### src/pms_cfg.svh
// register map, field positions, reset values and lock detector figures
`ifndef PMS_CFG_SVH
`define PMS_CFG_SVH

// ==============================================
// register indices (byte address = index * 4)
`define PMS_IDX_LOOP 6'h1C
`define PMS_IDX_BW 6'h1D
`define PMS_IDX_PROG 6'h1E

// ==============================================
// loop_control_reg fields
`define PMS_LC_IE 7
`define PMS_LC_FLAG 6
`define PMS_LC_PWR 5
`define PMS_LC_BCS 4
`define PMS_LC_UNUSED 4'hF

// ==============================================
// bandwidth_control_reg fields
`define PMS_BW_AUTO 7
`define PMS_BW_LOCK 6
`define PMS_BW_TRACK 5

// ==============================================
// reset values
`define PMS_RST_PWR 1'b1
`define PMS_RST_MULT 4'h6
`define PMS_RST_RANGE 4'h1

// ==============================================
// lock detector window (reference edges) and tolerances (feedback edges)
`define PMS_LOCK_WIN 8'h20
`define PMS_TOL_LOCK 8'h01
`define PMS_TOL_UNLOCK 8'h02
`define PMS_TOL_TRACK 8'h02
`define PMS_TOL_UNTRACK 8'h04

// ==============================================
// bus answers
`define PMS_RESP_OKAY 2'b00
`define PMS_RESP_SLVERR 2'b10

`endif

### src/pms_pkg.sv
// types shared by the loop control block
package pms_pkg;
   typedef logic [3:0] pms_nib_t;
   typedef enum logic [1:0] {SEL_STEADY, SEL_DRAIN_OLD, SEL_FILL_NEW} pms_sel_state_t;
endpackage

### src/pms_ctl_if.sv
// signals between the control top, the lock detector and the clock selector
`timescale 1ns/1ps
interface pms_ctl_if;
   logic xtal_tick;
   logic vco_tick;
   logic det_enable;
   logic [3:0] mult_n;
   logic lock;
   logic track;
   logic sel_req;
   logic sel_vco;
   logic busy;
   logic base_clk;
   modport det(input xtal_tick, vco_tick, det_enable, mult_n, output lock, track);
   modport sel(input xtal_tick, vco_tick, sel_req, output sel_vco, busy, base_clk);
   modport top(output xtal_tick, vco_tick, det_enable, mult_n, sel_req,
               input lock, track, sel_vco, busy, base_clk);
endinterface

### src/pms_clk_sel.sv
// glitch-free base clock selector with divide by two
`timescale 1ns/1ps
`include "pms_cfg.svh"
module pms_clk_sel import pms_pkg::*; (
   input wire logic aclk,
   input wire logic aresetn,
   pms_ctl_if.sel c
);
   pms_sel_state_t state;
   logic [1:0] cnt;
   logic cur_vco;
   logic base_clk;
   wire logic old_tick = cur_vco ? c.vco_tick : c.xtal_tick;
   wire logic new_tick = cur_vco ? c.xtal_tick : c.vco_tick;
   wire logic want_change = (c.sel_req != cur_vco);

   always_ff @(posedge aclk) begin
      if (!aresetn) begin
         state <= SEL_STEADY;
         cnt <= 2'd0;
         cur_vco <= 1'b0;
         base_clk <= 1'b0;
      end else begin
         case (state)
            SEL_STEADY: begin
               cnt <= 2'd0;
               if (want_change) state <= SEL_DRAIN_OLD;
               else if (old_tick) base_clk <= ~base_clk;
            end
            SEL_DRAIN_OLD: begin
               if (!want_change) state <= SEL_STEADY;
               else if (old_tick) begin
                  cnt <= (cnt == 2'd2) ? 2'd0 : cnt + 2'd1;
                  if (cnt == 2'd2) state <= SEL_FILL_NEW;
               end
            end
            SEL_FILL_NEW: begin
               if (!want_change) state <= SEL_STEADY;
               else if (new_tick) begin
                  cnt <= (cnt == 2'd2) ? 2'd0 : cnt + 2'd1;
                  if (cnt == 2'd2) begin
                     cur_vco <= c.sel_req;
                     state <= SEL_STEADY;
                  end
               end
            end
            default: state <= SEL_STEADY;
         endcase
      end
   end

   assign c.sel_vco = cur_vco;
   assign c.busy = (state != SEL_STEADY);
   assign c.base_clk = base_clk;
endmodule // pms_clk_sel

### src/pms_lock_det.sv
// lock detector: compares feedback and reference edge counts over a window
`timescale 1ns/1ps
`include "pms_cfg.svh"
module pms_lock_det import pms_pkg::*; #(
   parameter logic [7:0] WIN = `PMS_LOCK_WIN,
   parameter logic [7:0] TOL_LOCK = `PMS_TOL_LOCK,
   parameter logic [7:0] TOL_UNLOCK = `PMS_TOL_UNLOCK,
   parameter logic [7:0] TOL_TRACK = `PMS_TOL_TRACK,
   parameter logic [7:0] TOL_UNTRACK = `PMS_TOL_UNTRACK
) (
   input wire logic aclk,
   input wire logic aresetn,
   pms_ctl_if.det c
);
   pms_nib_t div_cnt;
   logic [7:0] ref_cnt;
   logic [7:0] fb_cnt;
   logic lock;
   logic track;
   wire pms_nib_t n_eff = (c.mult_n == 4'h0) ? 4'h1 : c.mult_n;
   wire logic div_wrap = (div_cnt == n_eff - 4'h1);
   wire logic fb_tick = c.vco_tick && div_wrap;
   wire logic win_end = c.xtal_tick && (ref_cnt == WIN - 8'h01);
   wire logic [7:0] fb_total = (fb_cnt == 8'hFF) ? fb_cnt : fb_cnt + {7'h00, fb_tick};
   wire logic [7:0] diff = (fb_total > WIN) ? fb_total - WIN : WIN - fb_total;

   always_ff @(posedge aclk) begin
      if (!aresetn || !c.det_enable) begin
         div_cnt <= 4'h0;
         ref_cnt <= 8'h00;
         fb_cnt <= 8'h00;
      end else begin
         if (c.vco_tick) div_cnt <= div_wrap ? 4'h0 : div_cnt + 4'h1;
         if (win_end) begin
            ref_cnt <= 8'h00;
            fb_cnt <= 8'h00;
         end else begin
            if (c.xtal_tick) ref_cnt <= ref_cnt + 8'h01;
            fb_cnt <= fb_total;
         end
      end
   end

   always_ff @(posedge aclk) begin
      if (!aresetn || !c.det_enable) begin
         lock <= 1'b0;
         track <= 1'b0;
      end else if (win_end) begin
         if (diff <= TOL_LOCK) lock <= 1'b1;
         else if (diff > TOL_UNLOCK) lock <= 1'b0;
         if (diff <= TOL_TRACK) track <= 1'b1;
         else if (diff > TOL_UNTRACK) track <= 1'b0;
      end
   end

   assign c.lock = lock;
   assign c.track = track;
endmodule // pms_lock_det

### src/pms_loop_ctl.sv
// loop mode, lock indication and base clock select control with AXI4-Lite registers
// Notes on behaviour
// - Acquisition mode shows the tracking-select bit as clear.
// - While the loop is active, filter tracks whenever not acquiring or the tracking-select bit is set.
// - Automatic bandwidth lets the lock detector choose the filter mode itself.
// - In automatic mode the tracking-select bit is read-only, showing the mode.
// - Automatic mode sets tracking inside track tolerance, clears outside untrack tolerance.
// - Automatic mode lock indicator sets inside lock tolerance, clears beyond unlock tolerance.
// - Lock-interrupt enable set: interrupt request on every lock indicator change.
// - Manual mode: tracking-select bit is written and directly picks the filter mode.
// - Manual mode disables the lock indicator and all interrupt requests.
// - Program register: multiplier in upper nibble, range in lower nibble.
// - Multiplier zero acts as multiplier one at vco_mult and in the lock detector, but reads back as zero.
// - Range zero disables the loop and drops the VCO request, but a switch back from the VCO then stalls with VCO edges gated off.
// - Source change waits three edges of each clock, base clock held static.
// - Switched clock is divided by two to make the base clock.
// - VCO source selection is refused while the loop is off.
// - Turning the loop off is refused while the VCO source is selected.
// - One write can change both loop power and source only when it turns the loop off and sets the source select, or from that state turns both back.
// - Lock-change flag sets on indicator toggle, a loop control register read clears it.
// - Manual mode: lock-interrupt enable ignores writes, reads zero; reset clears.
// - Source select one picks VCO, zero crystal; reset and stop clear it.
`timescale 1ns/1ps
`include "pms_cfg.svh"
module pms_loop_ctl import pms_pkg::*; #(
   parameter int ADDR_W = 8
) (
   input wire logic aclk,
   input wire logic aresetn,
   input wire logic [ADDR_W-1:0] s_axi_awaddr,
   input wire logic [2:0] s_axi_awprot,
   input wire logic s_axi_awvalid,
   output logic s_axi_awready,
   input wire logic [31:0] s_axi_wdata,
   input wire logic [3:0] s_axi_wstrb,
   input wire logic s_axi_wvalid,
   output logic s_axi_wready,
   output logic [1:0] s_axi_bresp,
   output logic s_axi_bvalid,
   input wire logic s_axi_bready,
   input wire logic [ADDR_W-1:0] s_axi_araddr,
   input wire logic [2:0] s_axi_arprot,
   input wire logic s_axi_arvalid,
   output logic s_axi_arready,
   output logic [31:0] s_axi_rdata,
   output logic [1:0] s_axi_rresp,
   output logic s_axi_rvalid,
   input wire logic s_axi_rready,
   input wire logic crystal_clock,
   input wire logic vco_clock,
   input wire logic stop_req,
   output logic base_clock,
   output logic vco_selected,
   output logic loop_enable,
   output logic filter_track,
   output pms_nib_t vco_mult,
   output pms_nib_t vco_range,
   output logic lock_irq
);
   pms_ctl_if c();

   // ==============================================
   // register state
   logic lock_irq_enable;
   logic lock_change_flag;
   logic loop_power_on;
   logic base_source_select;
   logic bw_auto;
   logic acq_manual;
   logic lock_prev;
   pms_nib_t prog_mult;
   pms_nib_t prog_range;

   // ==============================================
   // source edge detection
   logic xtal_d;
   logic vco_d;
   always_ff @(posedge aclk) begin
      if (!aresetn) begin
         xtal_d <= 1'b1;
         vco_d <= 1'b1;
      end else begin
         xtal_d <= crystal_clock;
         vco_d <= vco_clock;
      end
   end

   wire logic loop_active = loop_power_on && (prog_range != 4'h0);
   wire logic lock_seen = bw_auto && c.lock;
   wire logic track_now = bw_auto ? c.track : acq_manual;

   assign c.xtal_tick = crystal_clock && !xtal_d;
   assign c.vco_tick = vco_clock && !vco_d && loop_active;
   assign c.det_enable = bw_auto && loop_active;
   assign c.mult_n = prog_mult;
   assign c.sel_req = base_source_select && loop_active;

   pms_lock_det u_det (
      .aclk(aclk),
      .aresetn(aresetn),
      .c(c.det)
   );

   pms_clk_sel u_sel (
      .aclk(aclk),
      .aresetn(aresetn),
      .c(c.sel)
   );

   // ==============================================
   // AXI4-Lite write channel
   logic [ADDR_W-1:0] aw_addr_q;
   logic [31:0] w_data_q;
   logic [3:0] w_strb_q;
   wire logic aw_take = s_axi_awvalid && s_axi_awready;
   wire logic w_take = s_axi_wvalid && s_axi_wready;
   wire logic do_write = !s_axi_awready && !s_axi_wready && !s_axi_bvalid;
   wire logic [5:0] wr_idx = aw_addr_q[7:2];
   wire logic wr_hit = (wr_idx == `PMS_IDX_LOOP) || (wr_idx == `PMS_IDX_BW)
                       || (wr_idx == `PMS_IDX_PROG);
   wire logic wr_loop = do_write && w_strb_q[0] && (wr_idx == `PMS_IDX_LOOP);
   wire logic wr_bw = do_write && w_strb_q[0] && (wr_idx == `PMS_IDX_BW);
   wire logic wr_prog = do_write && w_strb_q[0] && (wr_idx == `PMS_IDX_PROG);

   always_ff @(posedge aclk) begin
      if (!aresetn) begin
         s_axi_awready <= 1'b1;
         s_axi_wready <= 1'b1;
         s_axi_bvalid <= 1'b0;
         s_axi_bresp <= `PMS_RESP_OKAY;
         aw_addr_q <= '0;
         w_data_q <= 32'h0000_0000;
         w_strb_q <= 4'h0;
      end else begin
         if (aw_take) begin
            s_axi_awready <= 1'b0;
            aw_addr_q <= s_axi_awaddr;
         end
         if (w_take) begin
            s_axi_wready <= 1'b0;
            w_data_q <= s_axi_wdata;
            w_strb_q <= s_axi_wstrb;
         end
         if (do_write) begin
            s_axi_bvalid <= 1'b1;
            s_axi_bresp <= wr_hit ? `PMS_RESP_OKAY : `PMS_RESP_SLVERR;
         end else if (s_axi_bvalid && s_axi_bready) begin
            s_axi_bvalid <= 1'b0;
            s_axi_awready <= 1'b1;
            s_axi_wready <= 1'b1;
         end
      end
   end

   // ==============================================
   // AXI4-Lite read channel
   wire logic ar_take = s_axi_arvalid && s_axi_arready;
   wire logic [5:0] rd_idx = s_axi_araddr[7:2];
   wire logic rd_loop = ar_take && (rd_idx == `PMS_IDX_LOOP);
   wire logic [7:0] loop_rd = {lock_irq_enable, bw_auto && lock_change_flag,
                               loop_power_on, base_source_select, `PMS_LC_UNUSED};
   wire logic [7:0] bw_rd = {bw_auto, lock_seen, track_now, 5'h00};
   wire logic [7:0] rd_byte = (rd_idx == `PMS_IDX_LOOP) ? loop_rd
                            : (rd_idx == `PMS_IDX_BW) ? bw_rd
                            : (rd_idx == `PMS_IDX_PROG) ? {prog_mult, prog_range}
                            : 8'h00;
   wire logic rd_hit = (rd_idx == `PMS_IDX_LOOP) || (rd_idx == `PMS_IDX_BW)
                       || (rd_idx == `PMS_IDX_PROG);

   always_ff @(posedge aclk) begin
      if (!aresetn) begin
         s_axi_arready <= 1'b1;
         s_axi_rvalid <= 1'b0;
         s_axi_rdata <= 32'h0000_0000;
         s_axi_rresp <= `PMS_RESP_OKAY;
      end else if (ar_take) begin
         s_axi_arready <= 1'b0;
         s_axi_rvalid <= 1'b1;
         s_axi_rdata <= {24'h00_0000, rd_byte};
         s_axi_rresp <= rd_hit ? `PMS_RESP_OKAY : `PMS_RESP_SLVERR;
      end else if (s_axi_rvalid && s_axi_rready) begin
         s_axi_rvalid <= 1'b0;
         s_axi_arready <= 1'b1;
      end
   end

   // ==============================================
   // control register next values
   wire logic next_bcs = stop_req ? 1'b0
                       : !wr_loop ? base_source_select
                       : w_data_q[`PMS_LC_BCS] && loop_power_on && (prog_range != 4'h0);
   wire logic next_pwr = !wr_loop ? loop_power_on
                       : (w_data_q[`PMS_LC_PWR] || base_source_select);
   wire logic next_ie = !bw_auto ? 1'b0
                      : wr_loop ? w_data_q[`PMS_LC_IE] : lock_irq_enable;
   wire logic lock_toggle = bw_auto && (c.lock != lock_prev);
   wire logic next_flag = lock_toggle || (lock_change_flag && !rd_loop);

   always_ff @(posedge aclk) begin
      if (!aresetn) begin
         lock_irq_enable <= 1'b0;
         lock_change_flag <= 1'b0;
         loop_power_on <= `PMS_RST_PWR;
         base_source_select <= 1'b0;
         lock_prev <= 1'b0;
      end else begin
         lock_irq_enable <= next_ie;
         lock_change_flag <= next_flag;
         loop_power_on <= next_pwr;
         base_source_select <= next_bcs;
         lock_prev <= c.lock;
      end
   end

   always_ff @(posedge aclk) begin
      if (!aresetn) begin
         bw_auto <= 1'b0;
         acq_manual <= 1'b0;
      end else if (wr_bw) begin
         bw_auto <= w_data_q[`PMS_BW_AUTO];
         if (!bw_auto) acq_manual <= w_data_q[`PMS_BW_TRACK];
      end
   end

   always_ff @(posedge aclk) begin
      if (!aresetn) begin
         prog_mult <= `PMS_RST_MULT;
         prog_range <= `PMS_RST_RANGE;
      end else if (wr_prog) begin
         if (!loop_power_on) prog_mult <= w_data_q[7:4];
         prog_range <= w_data_q[3:0];
      end
   end

   // ==============================================
   // outputs
   always_ff @(posedge aclk) begin
      if (!aresetn) begin
         loop_enable <= 1'b0;
         filter_track <= 1'b0;
         lock_irq <= 1'b0;
         vco_mult <= 4'h0;
         vco_range <= 4'h0;
         vco_selected <= 1'b0;
      end else begin
         loop_enable <= loop_active;
         filter_track <= loop_active && track_now;
         lock_irq <= bw_auto && lock_irq_enable && lock_change_flag;
         vco_mult <= (prog_mult == 4'h0) ? 4'h1 : prog_mult;
         vco_range <= prog_range;
         vco_selected <= c.sel_vco;
      end
   end
   assign base_clock = c.base_clk;
endmodule // pms_loop_ctl

### config.mk
export PLATFORM = sky130hd
export DESIGN_NAME = pms_loop_ctl
export DESIGN_NICKNAME = d
export VERILOG_FILES = /design/src/pms_pkg.sv /design/src/pms_ctl_if.sv /design/src/pms_clk_sel.sv /design/src/pms_lock_det.sv /design/src/pms_loop_ctl.sv
export VERILOG_INCLUDE_DIRS = /design/src /design/src/src
export SDC_FILE = /design/constraint.sdc
export NUM_CORES = 1
export LEC_CHECK = 0
export BUFFER_PORTS_ARGS = -buffer_cell sky130_fd_sc_hd__buf_2
export CORE_AREA = 2 2 78 110
export DETAILED_ROUTE_END_ITERATION = 12
export DIE_AREA = 0 0 80 112
export GPL_TIMING_DRIVEN = 0
export PLACE_DENSITY = 0.95
export RECOVER_POWER = 100
export SLEW_MARGIN = 20
export SYNTH_ARGS = -nofsm -noshare
export SYNTH_HDL_FRONTEND = slang
export SYNTH_SLANG_ARGS = --single-unit
export TNS_END_PERCENT = 30
### constraint.sdc
create_clock -name aclk -period 11.1 [get_ports aclk]
set_input_delay 0.555 -clock aclk [delete_from_list [all_inputs] [get_ports aclk]]
set_output_delay 0.555 -clock aclk [all_outputs]
set_load 0.02 [all_outputs]
==> impl_metrics.py, run 1 <==
metrics = {
    "place": {
        "gp_congestion": 0.816,
        "portBuffers": 56,
        "dpl.hpwl_um": 7450,
        "place_area_um2": 4840,
    },
    "drt": {
        "dr_wl_met3_um": 369,
        "firstDrtPassIters": 4,
        "vias": 3837,
        "drc": 0,
        "ant_nets": 0,
        "post_drt_wl_per_cell_um": 14.5,
        "top_layer": "met4",
        "drt-initial-drc-count": 215,
        "wl_met2_um": 5630,
        "drt-total-wl_um": 10200,
        "avgViaCountPerCell": 5.44,
        "drt-met1-wl_um": 3860,
    },
    "floorplanning": {
        "ios": 122,
        "num_rows": 39,
        "dieArea_um2": 8960,
        "die_h_um": 112,
        "fp.dieW_um": 80,
        "core_um2": 8000,
        "start_util_pct": 54.3,
    },
    "final_layout": {
        "antennaDiodeCount": 0,
        "drive_above_1_share_pct": 13.8,
        "num-nets-final": 679,
        "stdcell_area_um2": 5130,
        "area_growth_pct": 18.1,
    },
    "sta": {
        "skew_ps": 3.83,
        "drv_slew": 0,
        "period_share_pct": 44.8,
        "worst_slew_pin_slew_ps": 851,
        "setup_violations": 0,
        "whs_ps": 399,
        "slew-limit-headroom_pct": 42.8,
        "setup_tns_ps": 0,
        "fmax_ghz": 0.201,
        "hold_violations": 0,
        "fin_crit_ps": 4970,
        "rsz0062_at_grt": "false",
    },
    "clock_tree": {
        "ctsHoldBuffers": 0,
        "cts_tree": "done",
        "cts_buffers": 9,
        "htreeDepth": 3,
        "cts_setup_buffers": 0,
        "clk_pin_slew_ps": 60,
        "worstSkewPairLatency_ps": 340,
        "cts_root_buffer": "clkbuf_16",
        "cts.sinks": 87,
        "clock_path_buffers": 2,
        "post_cts_resized": 0,
    },
    "logic_synthesis": {
        "syn_inst": 506,
        "synth_edf_count": 0,
        "yosysSeqAreaShare_pct": 40.1,
        "synth-main-ff-cell": "dfxtp_1",
        "yosys-top-cells-count": "dfxtp_1 (87), nand2_1 (58), nor2_1 (33)",
        "yosysTopAreaCell": "dfxtp_1",
        "ys_types": 55,
        "async_flop_share_pct": 0,
        "yosys_warnings": 0,
        "netlist.area_leader.share_pct": 40.1,
        "yosys.cell_count.top_type": "dfxtp_1",
        "avgSynthCellArea_um2": 8.58,
        "yosys-top-cells-area": "dfxtp_1 (40%), nand2_1 (5.0%), buf_4 (4.8%)",
        "ys_ff_latch": 87,
        "syn_area_um2": 4340,
    },
    "status": {
        "status": "finished, final reports clean",
    },
    "setup_path": {
        "crit_type": "reg -> reg",
        "end_kind": "register",
        "worstPathArrival_ps": 5180,
        "crit_fanout": 10,
        "crit_required_ps": 11310,
        "start_kind": "register",
    },
    "global_routing": {
        "grt_pass1_vias": 3782,
        "grtUsageTotal_pct": 23.2,
        "antenna_found_initial": 0,
        "grt_pass1_wl_um": 16600,
        "grt_max_degree": 15,
        "grt-ovfl-total": 0,
    },
    "power": {
        "powerDensity_nw_per_um2": 137,
        "p_leak_nw": 2.04,
        "peakVddDrop_uv": 117,
    },
    "min_path": {
        "hp-class": "in -> reg",
    },
    "flow_run": {
        "cap_violations": 0,
    },
}
## final timing paths
| kind | start | end | slack [ps] | depth (start not counted) |
|---|---|---|---|---|
| hold reg to reg | aw_addr_q[4] | aw_addr_q[4] | 470 | 2 |
| hold / removal | stop_req | base_source_select | 400 | 2 |
| setup / recovery | c.mult_n[3] | u_det.c.lock | 6130 | 19 |
| setup reg to reg | c.mult_n[3] | u_det.c.lock | 6130 | 19 |
## state kept, by name (all words and copies together) (netlist names), 2 cells and up
name,cells
aw_addr_q,6
u_det.ref_cnt,8
u_sel.state,2
vco_range,4
w_data_q,8
s_axi_rdata,8
vco_mult,4
u_sel.cnt,2
c.mult_n,4
u_det.div_cnt,4
prog_range,4
u_det.fb_cnt,8
## layer usage
layer / up-vias / GRT usage (%)
met3: 34 / 4.21
met2: 110 / 43.6
met4: 0 / 10.7
met5: - / 0
met1: 1805 / 24.1
li1: 1888 / -
## where the power goes
part	internal [mW]	leakage, nW	total [mW]	switching (mW)
logic	0.0218	1.18	0.0548	0.0330
clock network	0.203	0.156	0.323	0.120
registers	0.320	0.707	0.325	0.00547
## critical path, stage by stage (launching register included)
cell and delay (ps):
dfxtp_1 390, nor3_1 210, nor2_1 80, ha_1 310
xnor2_1 130, nor4_1 470, ha_1 280, clkbuf_1 360
nand2_1 230, a31oi_1 170, o21bai_1 230, ha_1 320
and4_2 260, a21boi_0 250, nor2_1 60, a21oi_1 330
mux2i_1 380, a21oi_1 90, o211ai_1 220, a21oi_1 90
## layout make-up
cell class,count,area [um2]
fill,658,2880
inverter,13,48.8
timing repair buffer,56,244
multi-input combinational,382,2340
sequential,87,1740
clock buffer,11,243
clock inverter,5,81.3
buffer,49,302
tap,102,128
## stage by stage
stage	setup WS [ps]	instances	power (mW)	utilization, %
CTS	6450	705	0.703	64.6
global route	5670	705	0.722	64.1
global placement	6630	689	0.385	60.5
finish	6130	705	0.703	64.1
detailed placement	6470	689	0.387	60.5
floorplan	7250	531	0.371	-
## logic make-up after synthesis
kind of cell             synth area share (%)
XOR/XNOR                                 4.64
AND/OR/NAND/NOR                          25.5
adder cells (fa/ha/maj)                  3.75
other                                  0.0864
buffers and inverters                    8.18
AO/OA/AOI/OAI                            14.0
flip-flops                               40.1
multiplexers                             3.72
## layout by cell type (no fill, tap or decap), drive strengths merged, types with 4 or more instances in the layout
cell    netlist  final
dfxtp        87     87
clkbuf       17     59
nand2        58     58
buf          32     57
nor2         33     33
conb          1     26
nand3        25     25
a21boi       24     24
o21ai        20     20
a21oi        17     17
nor2b        17     17
and2         17     17
mux2i        15     15
inv          13     13
xor2         13     13
ha           13     13
nor3         12     12
xnor2        10     10
nand4         9      9
nand2b        9      9
a221oi        6      6
a31oi         5      5
or3           5      5
or2           5      5
nor4          4      4
a211oi        4      4
No activity file was read; power rests on OpenSTA's default activity.
==> run 2: changes to the inputs <==
- ABC_AREA: default -> 1
- CORE_AREA: 2 2 78 110 -> 2 2 84 119
- DIE_AREA: 0 0 80 112 -> 0 0 86 121
- PLACE_DENSITY: 0.95 -> 0.87
- clock period: 11.1 -> 4.45 ns (I/O delays scaled with it)
==> run 2 against run 1 <==
Sequential cell count stayed put. Register-to-register slack got worse by 5700 ps. Sequential share of layout area grew 0.27 points. Hold slack lost 350 ps.
==> impl_metrics.py, run 2 <==
metrics = {
    "floorplanning": {
        "start_util_pct": 46.2,
        "num_rows": 42,
        "fp.dieW_um": 86,
        "core_um2": 9300,
        "dieArea_um2": 10400,
        "ios": 122,
        "die_h_um": 121,
    },
    "clock_tree": {
        "clk_pin_slew_ps": 60,
        "clock_path_buffers": 2,
        "cts_buffers": 9,
        "worstSkewPairLatency_ps": 340,
        "cts_tree": "done",
        "cts.sinks": 87,
        "cts_setup_buffers": 0,
        "htreeDepth": 3,
        "cts_root_buffer": "clkbuf_16",
    },
    "logic_synthesis": {
        "yosysTopAreaCell": "dfxtp_1",
        "syn_inst": 593,
        "synth-main-ff-cell": "dfxtp_1",
        "yosys-top-cells-count": "nand2_1 (110), dfxtp_1 (87), nor2_1 (80)",
        "yosys_warnings": 0,
        "async_flop_share_pct": 0,
        "ys_types": 42,
        "avgSynthCellArea_um2": 7.25,
        "ys_ff_latch": 87,
        "synth_edf_count": 0,
        "yosys-top-cells-area": "dfxtp_1 (41%), nand2_1 (9.6%), nor2_1 (7.0%)",
        "yosysSeqAreaShare_pct": 40.5,
        "yosys.cell_count.top_type": "nand2_1",
        "netlist.area_leader.share_pct": 40.5,
        "syn_area_um2": 4300,
    },
    "place": {
        "dp_slack_ps": 393,
        "portBuffers": 58,
        "gp_congestion": 0.905,
        "dpl.hpwl_um": 7270,
    },
    "final_layout": {
        "ff_latch_area_um2": 1740,
        "layout_commonest_cell": "nand2_1",
        "post-route-util_pct": 54.7,
        "antennaDiodeCount": 0,
        "fill_cells": 861,
        "area_growth_pct": 18.3,
        "num-nets-final": 768,
        "layout_common_cells": "nand2_1 (110), dfxtp_1 (87), nor2_1 (80), inv_1 (73), buf_2 (47)",
        "multi_input_area_um2": 2120,
        "drive_above_1_share_pct": 16.9,
    },
    "global_routing": {
        "grt-ovfl-total": 0,
        "grt_pass1_wl_um": 16200,
        "antenna_found_initial": 0,
        "grt_pass1_vias": 3811,
        "grt_max_degree": 16,
        "grtUsageTotal_pct": 19.3,
    },
    "sta": {
        "layout_setup_ws_ps": 390,
        "slew-limit-headroom_pct": 54.6,
        "setup_tns_ps": 0,
        "hold_violations": 0,
        "period_share_pct": 91.2,
        "fmax_ghz": 0.246,
        "fin_crit_ps": 4060,
        "skew_ps": 6.85,
        "rsz0062_at_grt": "false",
        "drv_slew": 0,
        "setup_violations": 0,
        "worst_slew_pin_slew_ps": 681,
    },
    "drt": {
        "post_drt_wl_per_cell_um": 12.0,
        "drt-initial-drc-count": 171,
        "vias": 3943,
        "drc": 0,
        "drt-total-wl_um": 9620,
        "ant_nets": 0,
        "avgViaCountPerCell": 4.92,
        "firstDrtPassIters": 5,
    },
    "setup_path": {
        "crit_fanout": 5,
        "end_kind": "register",
        "start_kind": "register",
        "worstPathArrival_ps": 4340,
        "crit_required_ps": 4730,
        "crit_type": "reg -> reg",
    },
    "power": {
        "peakVddDrop_uv": 247,
        "p_leak_nw": 2.50,
        "powerDensity_nw_per_um2": 341,
        "finalPower_mw": 1.73,
    },
    "min_path": {
        "hp-class": "in -> reg",
    },
    "status": {
        "status": "finished, final reports clean",
    },
    "flow_run": {
        "cap_violations": 0,
    },
}
## run 2: cell count changes in the layout (fill, tap and decap cells not counted), moves of 9 or more
cell      delta
o21ai_0     +25
and2_0      -12
nand2_1     +52
clkbuf_1    -28
buf_2       +19
a21oi_1     +22
inv_1       +60
nor2_1      +47
mux2i_1     -15
nand2b_1     -9
a21boi_0    -24
nor2b_1     -17
## run 2: worst max-delay path, stage by stage (launching register included)
cell and delay [ps]:
dfxtp_1 380, inv_1 100, nand3_1 120, o21ai_2 190, inv_1 90, ha_1 210, xnor2_1 130, xnor2_1 130
or4_1 570, nor2_1 160, ha_1 230, xnor2_1 160, nand2_1 110, inv_1 110, ha_1 180, nand3_1 100
nor2_1 130, nand2_2 90, nand2_4 100, nand2_4 70, nand2_2 70, nand2_1 60, nor2_2 120, nand3_1 100
nor2_1 90, nand2_1 70, a21oi_2 120
## run 2: cell type report
| cell class | count | share of cell area [%] |
|---|---|---|
| inverters | 80 | 6.00 |
| well taps | 110 | 2.71 |
| repair buffers | 58 | 5.44 |
| plain buffers | 35 | 4.50 |
| clock inverters | 6 | 0.935 |
| clock buffers | 10 | 4.50 |
| multi-input cells | 416 | 41.7 |
| flip-flops and latches | 87 | 34.2 |
## run 2: per-layer routing
layer	GRT usage (%)	vias to the layer above	share of wire (%)
li1	-	2038	-
met1	20.2	1765	39
met4	9.23	0	2.7
met2	36.3	118	53
met3	3.33	22	4.8
met5	0	-	0
## run 2: per-stage QoR
stage                     instance area, um2  cells  hold WS (ps)
after global placement                  4820    786           396
after CTS                               5100    802          41.3
after floorplan                         4390    618           312
after global routing                    5090    802          65.6
final                                   5090    802          46.9
after detailed placement                4820    786           400
## run 2: worst paths after layout
check,startpoint,endpoint,slack (ps),cells past startpoint
worst max-delay path,c.mult_n[2],u_det.c.lock,390,26
worst min register to register,c.mult_n[1],vco_mult[1],450,2
worst min-delay path,stop_req,base_source_select,50,2
worst max register to register,c.mult_n[2],u_det.c.lock,390,26
## run 2: logic make-up after synthesis
logic type | share of synthesized area, %
AOI/OAI and AO/OA | 13.0
buffers and inverters | 12.4
other | 0.0873
DFF | 40.5
and+or+nand+nor | 27.5
xor gates and xnor gates | 2.65
adders and majority gates | 3.78
## run 2: repair_timing
| action | CTS | global route |
|---|---|---|
| setup endpoints to repair | 0 | 2 |
| resized for setup | 0 | 2 |
| hold buffers | 0 | 0 |
## run 2: power breakdown
part,internal (mW),switching [mW],total (mW)
Clock,0.381,0.319,0.700
Combinational,0.0734,0.124,0.198
Sequential,0.812,0.0226,0.834
